==> config.mk <==
export PLATFORM = sky130hd
export DESIGN_NAME = integration_trigger_counters
export DESIGN_NICKNAME = d
export VERILOG_FILES = /design/src/integ_pkg.sv /design/src/integration_trigger_counters.sv
export SDC_FILE = /design/constraint.sdc
export NUM_CORES = 1
export LEC_CHECK = 0
export ABC_AREA = 1
export BUFFER_PORTS_ARGS = -buffer_cell sky130_fd_sc_hd__buf_2
export CAP_MARGIN = 20
export CELL_PAD_IN_SITES_DETAIL_PLACEMENT = 0
export CELL_PAD_IN_SITES_GLOBAL_PLACEMENT = 1
export CORE_ASPECT_RATIO = 0.8
export CORE_MARGIN = 8
export CORE_UTILIZATION = 48
export CTS_CLUSTER_DIAMETER = 40
export DETAILED_ROUTE_END_ITERATION = 8
export PLACE_DENSITY_LB_ADDON = 0.1
export SYNTH_ARGS = -nofsm -noshare
export SYNTH_HDL_FRONTEND = slang
export SYNTH_SLANG_ARGS = --single-unit
==> constraint.sdc <==
create_clock -name ref_clk -period 17.45 [get_ports ref_clk]
set_clock_uncertainty 0.1 [all_clocks]
set_input_delay 0 -clock ref_clk [delete_from_list [all_inputs] [get_ports ref_clk]]
set_output_delay 0 -clock ref_clk [all_outputs]
set_load 0.05 [all_outputs]
==> src/integ_pkg.sv <==
// Purpose: constants and carriers for the integration and trigger counters
// Assumes: one 50 MHz clock, active-low asynchronous reset
// Notes: all pulse-train and encoder inputs arrive from outside the clock domain
//
// Behaviour
// - Two pairs of 32-bit counters, signal and reference, only one pair counting.
// - Each trigger swaps pairs: idle pair starts, active pair stops.
// - Stopped pair is latched for the processor, then both its counters clear.
// - Over-limit indicators latch until host clear, function button or gain change.
// - Time mode advances the trigger-source counter once per millisecond.
// - Quadrature decoder gives four count pulses per encoder cycle.
// - During initialisation an encoder index pulse clears the position counter.
// - Encoder pulses drive the same trigger-source counter as the timer.
// - Trigger-source counter is 24 bits, top bit being the sign.
// - External alignment input clears the trigger-source counter in both modes.
// - Processor loads a set value; compare pulse issues when count reaches it.
// - Two logic outputs carry forward and backward motor orders.
// - Autonomous serial mode triggers continuously every 300 ms.
// - Bus execute-trigger command acts as a software alignment pulse.
package integ_pkg;
    // ----------------------------------------------------------------
    // Timing
    // ----------------------------------------------------------------
    localparam int CLK_HZ = 50000000;
    localparam int TICK_MS = 1;
    localparam int TICK_CYC = CLK_HZ / 1000 * TICK_MS;
    localparam int AUTO_PERIOD_MS = 300;
    localparam int POS_W = 24;
    localparam int CNT_W = 32;

    // ----------------------------------------------------------------
    // Reset values
    // ----------------------------------------------------------------
    localparam logic [CNT_W-1:0] CNT_RST = 32'h0000_0000;
    localparam logic [POS_W-1:0] POS_RST = 24'h00_0000;

    typedef enum logic [1:0] {
        SRC_TIMER = 2'b00,
        SRC_ENCODER = 2'b01,
        SRC_AUTO = 2'b10
    } trig_src_t;

    // Latched counts of the stopped pair
    typedef struct packed {
        logic [CNT_W-1:0] sig_count;
        logic [CNT_W-1:0] ref_count;
    } count_pair_t;

    // Motor orders
    typedef struct packed {
        logic motor_forward_order;
        logic motor_backward_order;
    } motor_t;
endpackage

==> src/integration_trigger_counters.sv <==
// Purpose: integration counter pairs and trigger-source counter
// Assumes: external pulse inputs slower than a quarter of ref_clk
// Notes: counts are taken on edges seen after a three-stage synchroniser
`timescale 1ns/1ps
`default_nettype none
module integration_trigger_counters #(
    parameter int TICK_CYCLES = integ_pkg::TICK_CYC,
    parameter int AUTO_MS = integ_pkg::AUTO_PERIOD_MS
) (
    input wire logic ref_clk,
    input wire logic rst_n,
    input wire logic signal_pulse_train,
    input wire logic reference_pulse_train,
    input wire logic enc_a,
    input wire logic enc_b,
    input wire logic enc_index,
    input wire logic ext_align,
    input wire logic over_pos,
    input wire logic over_neg,
    input wire logic function_button,
    input wire logic gain_change,
    input wire logic host_ovr_clear,
    input wire logic get_cmd,
    input wire logic init_mode,
    input wire integ_pkg::trig_src_t trig_src,
    input wire logic set_load,
    input wire logic [integ_pkg::POS_W-1:0] set_value,
    input wire integ_pkg::motor_t motor_cmd,
    output integ_pkg::count_pair_t counts,
    output logic counts_valid,
    output logic trigger,
    output logic compare,
    output logic [integ_pkg::POS_W-1:0] position,
    output logic ovr_pos_ff,
    output logic ovr_neg_ff,
    output integ_pkg::motor_t motor_out
);
    // ----------------------------------------------------------------
    // Reset release and synchronisers
    // ----------------------------------------------------------------
    logic [1:0] rst_sync_ff;
    logic rst_i_n;
    always_ff @(posedge ref_clk or negedge rst_n) begin
        if (!rst_n) rst_sync_ff <= 2'h0;
        else rst_sync_ff <= {rst_sync_ff[0], 1'b1};
    end
    assign rst_i_n = rst_sync_ff[1];

    // Seven pin inputs, three stages each; stage 0 feeds only stage 1
    localparam int NP = 7;
    logic [NP-1:0] s0_ff, s1_ff, s2_ff, lvl_ff;
    logic [NP-1:0] pins, nxt_lvl;
    assign pins = {signal_pulse_train, reference_pulse_train, enc_a, enc_b,
                   enc_index, ext_align, over_pos | (over_neg & 1'b0)};
    always_comb begin
        nxt_lvl = lvl_ff;
        for (int i = 0; i < NP; i++) begin
            if (s1_ff[i] == s2_ff[i]) nxt_lvl[i] = s2_ff[i];
        end
    end
    always_ff @(posedge ref_clk or negedge rst_i_n) begin
        if (!rst_i_n) begin
            s0_ff <= '0;
            s1_ff <= '0;
            s2_ff <= '0;
            lvl_ff <= '0;
        end else begin
            s0_ff <= pins;
            s1_ff <= s0_ff;
            s2_ff <= s1_ff;
            lvl_ff <= nxt_lvl;
        end
    end
    // Negative over-limit has its own chain to keep the vector simple
    logic [2:0] neg_sync_ff;
    logic neg_lvl_ff;
    always_ff @(posedge ref_clk or negedge rst_i_n) begin
        if (!rst_i_n) begin
            neg_sync_ff <= 3'h0;
            neg_lvl_ff <= 1'b0;
        end else begin
            neg_sync_ff <= {neg_sync_ff[1:0], over_neg};
            if (neg_sync_ff[1] == neg_sync_ff[2]) neg_lvl_ff <= neg_sync_ff[2];
        end
    end

    // Filtered levels and edges
    logic [NP-1:0] prev_ff;
    always_ff @(posedge ref_clk or negedge rst_i_n) begin
        if (!rst_i_n) prev_ff <= '0;
        else prev_ff <= lvl_ff;
    end
    logic sig_rise, ref_rise, idx_rise, align_rise, a_l, b_l, a_p, b_p;
    assign sig_rise = lvl_ff[6] & ~prev_ff[6];
    assign ref_rise = lvl_ff[5] & ~prev_ff[5];
    assign a_l = lvl_ff[4];
    assign b_l = lvl_ff[3];
    assign a_p = prev_ff[4];
    assign b_p = prev_ff[3];
    assign idx_rise = lvl_ff[2] & ~prev_ff[2];
    assign align_rise = lvl_ff[1] & ~prev_ff[1];

    // ----------------------------------------------------------------
    // Quadrature decoder
    // ----------------------------------------------------------------
    logic enc_step, enc_up;
    // Every valid transition of either channel counts: four per cycle
    always_comb begin
        enc_step = (a_l ^ a_p) ^ (b_l ^ b_p);
        enc_up = a_p ^ b_l;
    end

    // ----------------------------------------------------------------
    // Millisecond timer and trigger-source counter
    // ----------------------------------------------------------------
    logic [31:0] tick_cnt_ff, nxt_tick_cnt;
    logic ms_tick;
    logic [integ_pkg::POS_W-1:0] pos_ff, nxt_pos, set_ff, nxt_set;
    logic [15:0] auto_ff, nxt_auto;
    logic trig_ff, nxt_trig, cmp_ff, nxt_cmp, align;
    logic [31:0] tick_last;
    assign tick_last = 32'(TICK_CYCLES - 1);
    assign ms_tick = (tick_cnt_ff == tick_last);
    assign align = align_rise | get_cmd;

    always_comb begin
        nxt_tick_cnt = ms_tick ? 32'h0000_0000 : tick_cnt_ff + 32'h0000_0001;
        nxt_pos = pos_ff;
        nxt_set = set_load ? set_value : set_ff;
        nxt_auto = auto_ff;
        nxt_trig = 1'b0;
        nxt_cmp = 1'b0;
        case (trig_src)
            integ_pkg::SRC_ENCODER: begin
                // Shared counter, signed 24-bit position
                if (enc_step) nxt_pos = enc_up ? pos_ff + 24'h00_0001 : pos_ff - 24'h00_0001;
                if (enc_step && !init_mode && nxt_pos == set_ff) nxt_cmp = 1'b1;
                if (init_mode && idx_rise) nxt_pos = integ_pkg::POS_RST;
            end
            integ_pkg::SRC_AUTO: begin
                if (ms_tick) begin
                    if (auto_ff == 16'(AUTO_MS - 1)) begin
                        nxt_auto = 16'h0000;
                        nxt_trig = 1'b1;
                    end else begin
                        nxt_auto = auto_ff + 16'h0001;
                    end
                end
            end
            default: begin
                if (ms_tick) begin
                    nxt_pos = pos_ff + 24'h00_0001;
                    if (nxt_pos == set_ff) nxt_cmp = 1'b1;
                end
            end
        endcase
        // A cleared count no longer matches, so no compare with it
        if (align) begin
            nxt_pos = integ_pkg::POS_RST;
            nxt_auto = 16'h0000;
            nxt_cmp = 1'b0;
        end
        // Compare of the trigger-source logic doubles as the trigger
        if (nxt_cmp) nxt_trig = 1'b1;
    end
    always_ff @(posedge ref_clk or negedge rst_i_n) begin
        if (!rst_i_n) begin
            tick_cnt_ff <= 32'h0000_0000;
            pos_ff <= integ_pkg::POS_RST;
            set_ff <= integ_pkg::POS_RST;
            auto_ff <= 16'h0000;
            trig_ff <= 1'b0;
            cmp_ff <= 1'b0;
        end else begin
            tick_cnt_ff <= nxt_tick_cnt;
            pos_ff <= nxt_pos;
            set_ff <= nxt_set;
            auto_ff <= nxt_auto;
            trig_ff <= nxt_trig;
            cmp_ff <= nxt_cmp;
        end
    end
    assign trigger = trig_ff;
    assign compare = cmp_ff;
    assign position = pos_ff;

    // ----------------------------------------------------------------
    // Counter pairs
    // ----------------------------------------------------------------
    logic sel_ff, nxt_sel;
    logic [integ_pkg::CNT_W-1:0] sig_ff [2], ref_ff [2];
    logic [integ_pkg::CNT_W-1:0] nxt_sig [2], nxt_ref [2];
    integ_pkg::count_pair_t out_ff, nxt_out;
    logic val_ff, nxt_val;
    // Active pair counts; on trigger the stopped pair is latched and cleared
    always_comb begin
        nxt_sel = trig_ff ? ~sel_ff : sel_ff;
        nxt_out = out_ff;
        nxt_val = 1'b0;
        for (int p = 0; p < 2; p++) begin
            nxt_sig[p] = sig_ff[p];
            nxt_ref[p] = ref_ff[p];
            if (sel_ff == p[0]) begin
                if (sig_rise) nxt_sig[p] = sig_ff[p] + 32'h0000_0001;
                if (ref_rise) nxt_ref[p] = ref_ff[p] + 32'h0000_0001;
            end else begin
                // Idle pair held at zero after its transfer
                nxt_sig[p] = integ_pkg::CNT_RST;
                nxt_ref[p] = integ_pkg::CNT_RST;
            end
        end
        if (trig_ff) begin
            nxt_out.sig_count = nxt_sig[sel_ff];
            nxt_out.ref_count = nxt_ref[sel_ff];
            nxt_val = 1'b1;
        end
    end
    always_ff @(posedge ref_clk or negedge rst_i_n) begin
        if (!rst_i_n) begin
            sel_ff <= 1'b0;
            sig_ff[0] <= integ_pkg::CNT_RST;
            sig_ff[1] <= integ_pkg::CNT_RST;
            ref_ff[0] <= integ_pkg::CNT_RST;
            ref_ff[1] <= integ_pkg::CNT_RST;
            out_ff <= '0;
            val_ff <= 1'b0;
        end else begin
            sel_ff <= nxt_sel;
            sig_ff <= nxt_sig;
            ref_ff <= nxt_ref;
            out_ff <= nxt_out;
            val_ff <= nxt_val;
        end
    end
    assign counts = out_ff;
    assign counts_valid = val_ff;

    // ----------------------------------------------------------------
    // Overrange latches and motor orders
    // ----------------------------------------------------------------
    logic ovr_clr, nxt_op, nxt_on;
    integ_pkg::motor_t mot_ff;
    assign ovr_clr = host_ovr_clear | function_button | gain_change;
    // Set beats clear so a coincident overrange is not lost
    always_comb begin
        nxt_op = lvl_ff[0] | (ovr_pos_ff & ~ovr_clr);
        nxt_on = neg_lvl_ff | (ovr_neg_ff & ~ovr_clr);
    end
    always_ff @(posedge ref_clk or negedge rst_i_n) begin
        if (!rst_i_n) begin
            ovr_pos_ff <= 1'b0;
            ovr_neg_ff <= 1'b0;
            mot_ff <= '0;
        end else begin
            ovr_pos_ff <= nxt_op;
            ovr_neg_ff <= nxt_on;
            // Never both directions at once
            mot_ff <= motor_cmd.motor_forward_order & motor_cmd.motor_backward_order
                ? '0 : motor_cmd;
        end
    end
    assign motor_out = mot_ff;

    // ----------------------------------------------------------------
    // Checks
    // ----------------------------------------------------------------
    property p_swap;
        @(posedge ref_clk) disable iff (!rst_i_n)
        trig_ff |=> sel_ff != $past(sel_ff);
    endproperty
    a_swap: assert property (p_swap) else $error("pair not swapped");
    property p_idle_clear;
        @(posedge ref_clk) disable iff (!rst_i_n)
        trig_ff |=> ##1 (sig_ff[~sel_ff] == 32'h0000_0000);
    endproperty
    a_idle_clear: assert property (p_idle_clear) else $error("idle pair not cleared");
    property p_latch;
        @(posedge ref_clk) disable iff (!rst_i_n)
        trig_ff |=> counts_valid;
    endproperty
    a_latch: assert property (p_latch) else $error("counts not presented");
    property p_ovr;
        @(posedge ref_clk) disable iff (!rst_i_n)
        lvl_ff[0] |=> ovr_pos_ff;
    endproperty
    a_ovr: assert property (p_ovr) else $error("overrange not latched");
    property p_ovr_hold;
        @(posedge ref_clk) disable iff (!rst_i_n)
        ovr_pos_ff && !ovr_clr |=> ovr_pos_ff;
    endproperty
    a_ovr_hold: assert property (p_ovr_hold) else $error("overrange dropped");
    property p_align;
        @(posedge ref_clk) disable iff (!rst_i_n)
        align |=> pos_ff == 24'h00_0000;
    endproperty
    a_align: assert property (p_align) else $error("align did not clear");
    property p_cmp;
        @(posedge ref_clk) disable iff (!rst_i_n)
        cmp_ff |-> pos_ff == $past(set_ff);
    endproperty
    a_cmp: assert property (p_cmp) else $error("compare without match");
    property p_motor;
        @(posedge ref_clk) disable iff (!rst_i_n)
        !(motor_out.motor_forward_order && motor_out.motor_backward_order);
    endproperty
    a_motor: assert property (p_motor) else $error("both motor orders");
endmodule // integration_trigger_counters
`default_nettype wire

==> out/results.tsv, run 1 <==
stage	metric	value	unit
setup_path	r2r_start	position[0]	
sta	setup_ws	13.30	ns
layout	syn_to_final_growth	19.6	%
outcome	status	complete, no violations	
power	p_per_area	106	mW/mm^2
placed_design	pre_cts_ws	14.03	ns
clocking	cts_resized	0	
sta	setup_tns	0	ns
sta	fin_crit_sh	0.238	
drt	wl_per_cell	17.1	um
layout	n_antenna_cell	0	
power	p_sw	0.771	mW
global_routing	grt_start_max_net_pins	185	
setup_path	reg2reg_slack	13.30	ns
layout	final_util	0.581	
yosys	avgSynthCellArea	7.39	sq um
setup_path	crit_fanout	7	
yosys	yosys_warnings	0	
power	p_leak	11.2	nW
clocking	cts_root_buf	clkbuf_16	
placed_design	gp_congestion	0.911	
layout	fin_nets	2775	
worst_hold_path	min_from	set_load	
worst_hold_path	worstHoldEndpoint	set_ff[21]	
drt	firstDrtPassIters	6	
sta	holdWs	0.0172	ns
clocking	clockBufferDepth	3	
yosys	synth_edf_count	0	
sta	finalMaxSlewViolations	0	
yosys	netlist-cell-type-count	53	
power	seqPwrFrac	0.371	
power	internal-power	1.58	mW
global_routing	antenna_found_initial	0	
drt	vias	17600	
worst_hold_path	whs_path_depth	3	
global_routing	grt_pass1_vias	17100	
placed_design	portBuffers	138	
floorplanning	die_area	0.0452	sq mm
yosys	synthArstFlopShare	1.00	
floorplanning	ioPinCount	139	
sta	period_needed	4.15	ns
sta	setup_viol	0	
drt	postRouteAntennaNets	0	
yosys	ys_ff_latch	336	
global_routing	grt_first_pass_wirelength	90600	um
clocking	h-tree-depth	2	
job	cap_violations	0	
yosys	synth_nets	2565	
clocking	clkSlewWorstSetupHoldPaths	0.06	ns
global_routing	grt.overflow.total	0	
setup_path	r2r-end	trigger	
clocking	postCtsSetupRepairBufs	0	
drt	drc_errors	0	
power	p_comb_frac	0.192	
power	clock_power_share	0.437	
floorplanning	rows	64	
clocking	cts.sinks	336	
sta	tightest_slew	1.11	ns
setup_path	arrival	4.56	ns
sta	hold_viol_final	0	
floorplanning	die_w	236	um
setup_path	crit_start	position[0]	
global_routing	track_usage	0.245	
yosys	syn_inst	2511	
drt	drt-total-wl	55700	um
sta	rsz0062_at_grt	false	
yosys	syn_area	0.0185	sq mm
layout	fill_cells	3602	
drt	vias_per_cell	5.41	
placed_design	hpwl	38900	um
layout	drive_gt1_frac	0.109	
setup_path	endpoint_kind	flop	
clocking	clk-insertion-delay-late	0.58	ns
drt	drtIter0Drc	1565	
setup_path	path_class	reg2reg	
clocking	cts_hold_buf	75	
clocking	cts_inserted_buffers	48	
power	swShare	0.328	
floorplanning	start_util	0.485	
setup_path	required	17.86	ns
setup_path	reg2reg_depth	17	
sta	fmax	241	MHz
setup_path	start_kind	flop	
yosys	yosysSeqAreaShare	0.453	
worst_hold_path	hold_path.class	in2reg	
power	vdd_drop_max	0.0770	mV
clocking	cts_tree	done	
floorplanning	die_h	192	um
yosys	ys.flop_type	dfrtp_1	
sta	relSlewSlack	0.261	
floorplanning	core-area	0.0382	sq mm
==> worst max path at each step <==
stage                            end  slack [ns]  cells past startpoint
after floorplan           auto_ff[0]        7.29                      0
after global placement    counts[51]       14.06                      3
after detailed placement  ref_ff[24]       14.03                      3
after CTS                    trigger       13.45                     17
after global routing         compare       13.05                     17
final                        trigger       13.30                     17
==> cells in the final DEF, fill, tap and decap left out, types with 10 or more instances in the layout <==
cell type      synthesis  layout
nor3_1                67      67
dlygate4sd3_1          0      75
ha_1                  10      10
o211ai_1              10      10
nor4_1                30      30
nand2_1              632     632
clkbuf_8               0      11
nor2_1               281     281
clkbuf_16              0      49
buf_2                 15     138
xor2_1                56      56
nand4_1               50      50
inv_1                344     344
a31oi_1               30      30
nand3_1              224     224
xnor2_1               12      12
o21ai_0              157     157
a21oi_1               70      70
dfrtp_1              336     333
o22ai_1               13      13
nor2_2                11      11
==> kinds of logic (layout without fill, tap and decap cells) <==
family,count (synthesis),in the layout,share of synthesized area
compound gates,308,308,0.0910
xor+xnor,68,68,0.0321
fa+ha+maj,18,18,0.0111
buf+inv,418,668,0.0858
flops,336,336,0.453
mux,3,3,0.00182
other cells,1,1,0.000202
simple gates,1359,1359,0.325
==> cells in the mapped netlist (10+ instances only) <==
master | n | area, sq um
o22ai_1 | 13 | 81.3
o21ai_0 | 157 | 786
buf_2 | 15 | 75.1
xnor2_1 | 12 | 105
nor3_1 | 67 | 335
nand3_1 | 224 | 1120
nor2_1 | 281 | 1050
nand2_1 | 632 | 2370
clkbuf_1 | 43 | 161
xor2_1 | 56 | 490
o211ai_1 | 10 | 75.1
nor4_1 | 30 | 188
nand4_1 | 50 | 313
a31oi_1 | 30 | 188
ha_1 | 10 | 125
nor2_2 | 11 | 68.8
a21oi_1 | 70 | 350
dfrtp_1 | 336 | 8410
inv_1 | 344 | 1290
==> registers in the layout, indices dropped and copies added, names as in the netlist, 2 cells and up <==
register / cells
lvl_ff: 7
neg_sync_ff: 3
motor_out: 2
ref_ff: 64
set_ff: 24
tick_cnt_ff: 32
prev_ff: 6
auto_ff: 16
s0_ff: 7
s2_ff: 7
counts: 64
sig_ff: 64
s1_ff: 7
position: 24
rst_sync_ff: 2
==> cell type report <==
cell class	instances	area [sq um]	area share
clock inverter	27	334	0.0151
sequential	336	8410	0.379
timing repair buffer	224	1560	0.0702
inverter	354	1330	0.0599
multi-input combinational	1757	8540	0.385
tap	495	619	0.0279
clock buffer	63	1390	0.0626
==> stage by stage <==
step,power [mW],cell area (sq um),std cells
floorplan,1.19,18500,2511
detailed placement,1.32,19700,3090
global placement,1.31,19700,3090
CTS,2.37,22200,3255
finish,2.35,22200,3256
global route,2.45,22200,3256
==> critical path, cell delays in order, from the launching register on <==
cell and delay [ns]:
dfrtp_1 0.51, ha_1 0.24, nand3_1 0.21, inv_1 0.24
nand3_2 0.19, o21ai_0 0.26, nand2_1 0.13, inv_1 0.10
nand2_1 0.05, a21oi_1 0.12, nand3_1 0.19, nor2_1 0.21
nand3_1 0.11, a21oi_1 0.15, dlygate4sd3_1 0.57, nand2_1 0.06
dlygate4sd3_1 0.58, nand2_1 0.06
==> power by group through the flow <==
stage | Clock [mW] | Combinational [mW] | Sequential (mW)
floorplan | 0 | 0.215 | 0.970
global placement | 0 | 0.428 | 0.883
detailed placement | 0 | 0.432 | 0.885
CTS | 1.05 | 0.447 | 0.872
global route | 1.08 | 0.496 | 0.879
finish | 1.03 | 0.450 | 0.872
==> routing by layer <==
metal,global-route usage,up-vias,share of wire
li1,-,8579,-
met1,0.355,8397,0.48
met2,0.370,542,0.42
met3,0.0430,111,0.066
met4,0.0831,0,0.031
met5,0,-,0
Note: power is estimated with default switching activity, not from simulation.
==> run 2, diff against run 1 <==
--- a/config.mk
+++ b/config.mk
@@ -12,7 +12,7 @@
 export CELL_PAD_IN_SITES_GLOBAL_PLACEMENT = 1
 export CORE_ASPECT_RATIO = 0.8
 export CORE_MARGIN = 8
-export CORE_UTILIZATION = 48
+export CORE_UTILIZATION = 41
 export CTS_CLUSTER_DIAMETER = 40
 export DETAILED_ROUTE_END_ITERATION = 8
 export PLACE_DENSITY_LB_ADDON = 0.1
==> constraint.sdc (replaced) <==
create_clock -name ref_clk -period 3.5 [get_ports ref_clk]
set_clock_uncertainty 0.1 [all_clocks]
set_input_delay 0 -clock ref_clk [delete_from_list [all_inputs] [get_ports ref_clk]]
set_output_delay 0 -clock ref_clk [all_outputs]
set_load 0.05 [all_outputs]
==> run 2 against run 1 <==
Sequential share of layout area fell by 0.77 points. First-iteration DRC count fell by 10%. Via count fell by 1.1%. Register-to-register slack got worse by 13 ns. Utilization fell by 7.3 points. Non-clock buffer count rose by 12. Total power rose to 5.2 times the previous value. Critical path type unchanged.
==> out/results.tsv, run 2 (synthesis gave the netlist of run 1 again) <==
stage	metric	value	unit
drt	highest_layer	met5	
clocking	postCtsSetupRepairBufs	0	
drt	postRouteAntennaNets	0	
sta	setup_tns	0	ns
setup_path	crit_fanout	8	
setup_path	arrival	3.52	ns
power	clock_power_share	0.458	
outcome	status	complete, no violations	
drt	wl_per_cell	17.4	um
floorplanning	die_area	0.0523	sq mm
clocking	clk-insertion-delay-late	0.60	ns
sta	hold_viol_final	0	
drt	met1Wirelength	29100	um
floorplanning	start_util	0.416	
sta	finalMaxSlewViolations	0	
floorplanning	ioPinCount	139	
power	vdd_drop_max	0.456	mV
placed_design	pre_cts_ws	0.500	ns
sta	rsz0062_at_grt	false	
power	p_leak	11.3	nW
clocking	cts_tree	done	
floorplanning	rows	69	
drt	drc_errors	0	
power	p_per_area	544	mW/mm^2
setup_path	cpPeakStageDelay	0.48	ns
clocking	clockBufferDepth	3	
global_routing	grt_start_max_net_pins	90	
layout	fill_cells	4452	
worst_hold_path	hold_path.class	in2reg	
floorplanning	die_w	254	um
setup_path	required	3.93	ns
drt	wl_met3	4340	um
layout	regArea	0.00841	sq mm
power	p_comb_frac	0.187	
clocking	cts_root_buf	clkbuf_16	
clocking	cts.sinks	336	
layout	fin_nets	2793	
global_routing	antenna_found_initial	1	
clocking	cts_inserted_buffers	54	
setup_path	start_kind	flop	
power	p_sw	3.98	mW
setup_path	path_cells	inv_2 -> ha_1 -> nand2_1 -> nor2_1 -> nand2_1 -> a21oi_1 -> o21ai_1 -> nand3_1 -> nand3_1 -> nand2_1 -> nand3_1 -> nor2_1 -> nand3_1 -> nand2_1 -> nand2_1 -> nand2_1	
sta	tightest_slew	0.977	ns
clocking	clkSlewWorstSetupHoldPaths	0.06	ns
layout	final_cell_mix	nand2_1, inv_1, dfrtp_1	
setup_path	endpoint_kind	flop	
drt	wl_met2	24300	um
drt	drt-total-wl	58800	um
layout	drive_gt1_frac	0.115	
drt	vias_per_cell	5.15	
setup_path	critical-path-top-delay-family	simple AND/OR/NAND/NOR gates	
global_routing	grt.overflow.total	0	
power	swShare	0.323	
power	internal-power	8.33	mW
sta	period_needed	3.09	ns
layout	final_util	0.508	
placed_design	hpwl	41800	um
layout	syn_to_final_growth	22.1	%
global_routing	track_usage	0.225	
sta	setup_viol	0	
setup_path	crit_top_cell	nand2_1	
setup_path	critPathBufInv	1	
placed_design	gp_congestion	0.919	
setup_path	r2r_start	position[0]	
sta	setup_ws	0.413	ns
clocking	h-tree-depth	2	
global_routing	grt_pass1_vias	17000	
sta	relSlewSlack	0.348	
layout	multi_input_area	0.00854	sq mm
setup_path	slowest_stage	nor2_1	
drt	vias	17400	
global_routing	grt_first_pass_wirelength	94200	um
placed_design	portBuffers	138	
sta	fmax	324	MHz
layout	n_antenna_cell	0	
drt	drtIter0Drc	1404	
floorplanning	core-area	0.0445	sq mm
worst_hold_path	min_from	set_load	
power	seqPwrFrac	0.354	
layout	layout_commonest_cell	nand2_1	
floorplanning	die_h	206	um
sta	fin_crit_sh	0.882	
setup_path	path_class	reg2reg	
drt	firstDrtPassIters	5	
setup_path	crit_start	position[0]	
job	cap_violations	0	
==> run 2: cell count changes in the layout (fill, tap and decap cells not counted), moves of 2 or more <==
cell	delta
clkbuf_1	+4
buf_4	+8
clkbuf_8	-8
buf_12	+5
inv_8	+2
bufinv_16	+4
clkinvlp_4	+3
clkbuf_16	+6
==> run 2: area by class of cell <==
type                            count  share of cell area
Clock inverter                     35              0.0207
Timing Repair Buffer              236              0.0746
Tap cell                          603              0.0333
Clock buffer                       65              0.0638
Sequential cell                   336               0.372
Inverter                          354              0.0587
Multi-Input combinational cell   1757               0.377
==> run 2: final timing paths <==
kind,slack [ns],end,cells after the start
setup reg to reg,0.41,trigger,16
max in group asynchronous,2.15,sig_ff[45],1
hold / removal,0.02,set_ff[1],2
hold reg to reg,0.21,auto_ff[12],0
min in group asynchronous,0.15,rst_sync_ff[1],3
setup / recovery,0.41,trigger,16
==> run 2: worst register-to-register path: cells and delay by family (launching register included) <==
kind | cells | cell delay, ns
compound gates | 2 | 0.24
fa+ha+maj | 1 | 0.25
buf+inv | 1 | 0.19
flops | 1 | 0.46
simple gates | 12 | 1.78
==> run 2: repair_timing <==
| item | 4_1_cts | 5_1_grt |
|---|---|---|
| hold endpoints to repair | 51 | 0 |
| resized for setup | 0 | 0 |
| hold buffers | 75 | 0 |
==> run 2: routing by layer <==
metal	GRT usage	vias up
met2	0.327	531
met4	0.0535	2
met3	0.0417	80
met5	0	-
li1	-	8596
met1	0.342	8229
==> run 2: per-stage QoR <==
stage          std cells  cell area (sq um)  total power, mW  hold WS (ns)
2_1_floorplan       2511              18500             5.91        -0.396
3_3_place_gp        3211              20000             6.65        -0.313
3_5_place_dp        3211              20000             6.66        -0.311
4_1_cts             3386              22600             12.5      0.000928
5_1_grt             3386              22600             12.9        0.0500
6_report            3386              22600             12.3        0.0194
==> run 2: power by group through the flow <==
stage                     clock, mW  combinational, mW  sequential, mW
after detailed placement          0               2.23            4.43
after global placement            0               2.22            4.43
after CTS                      5.80               2.31            4.37
after global routing           5.95               2.55            4.40
after floorplan                   0               1.07            4.83
final                          5.65               2.30            4.37
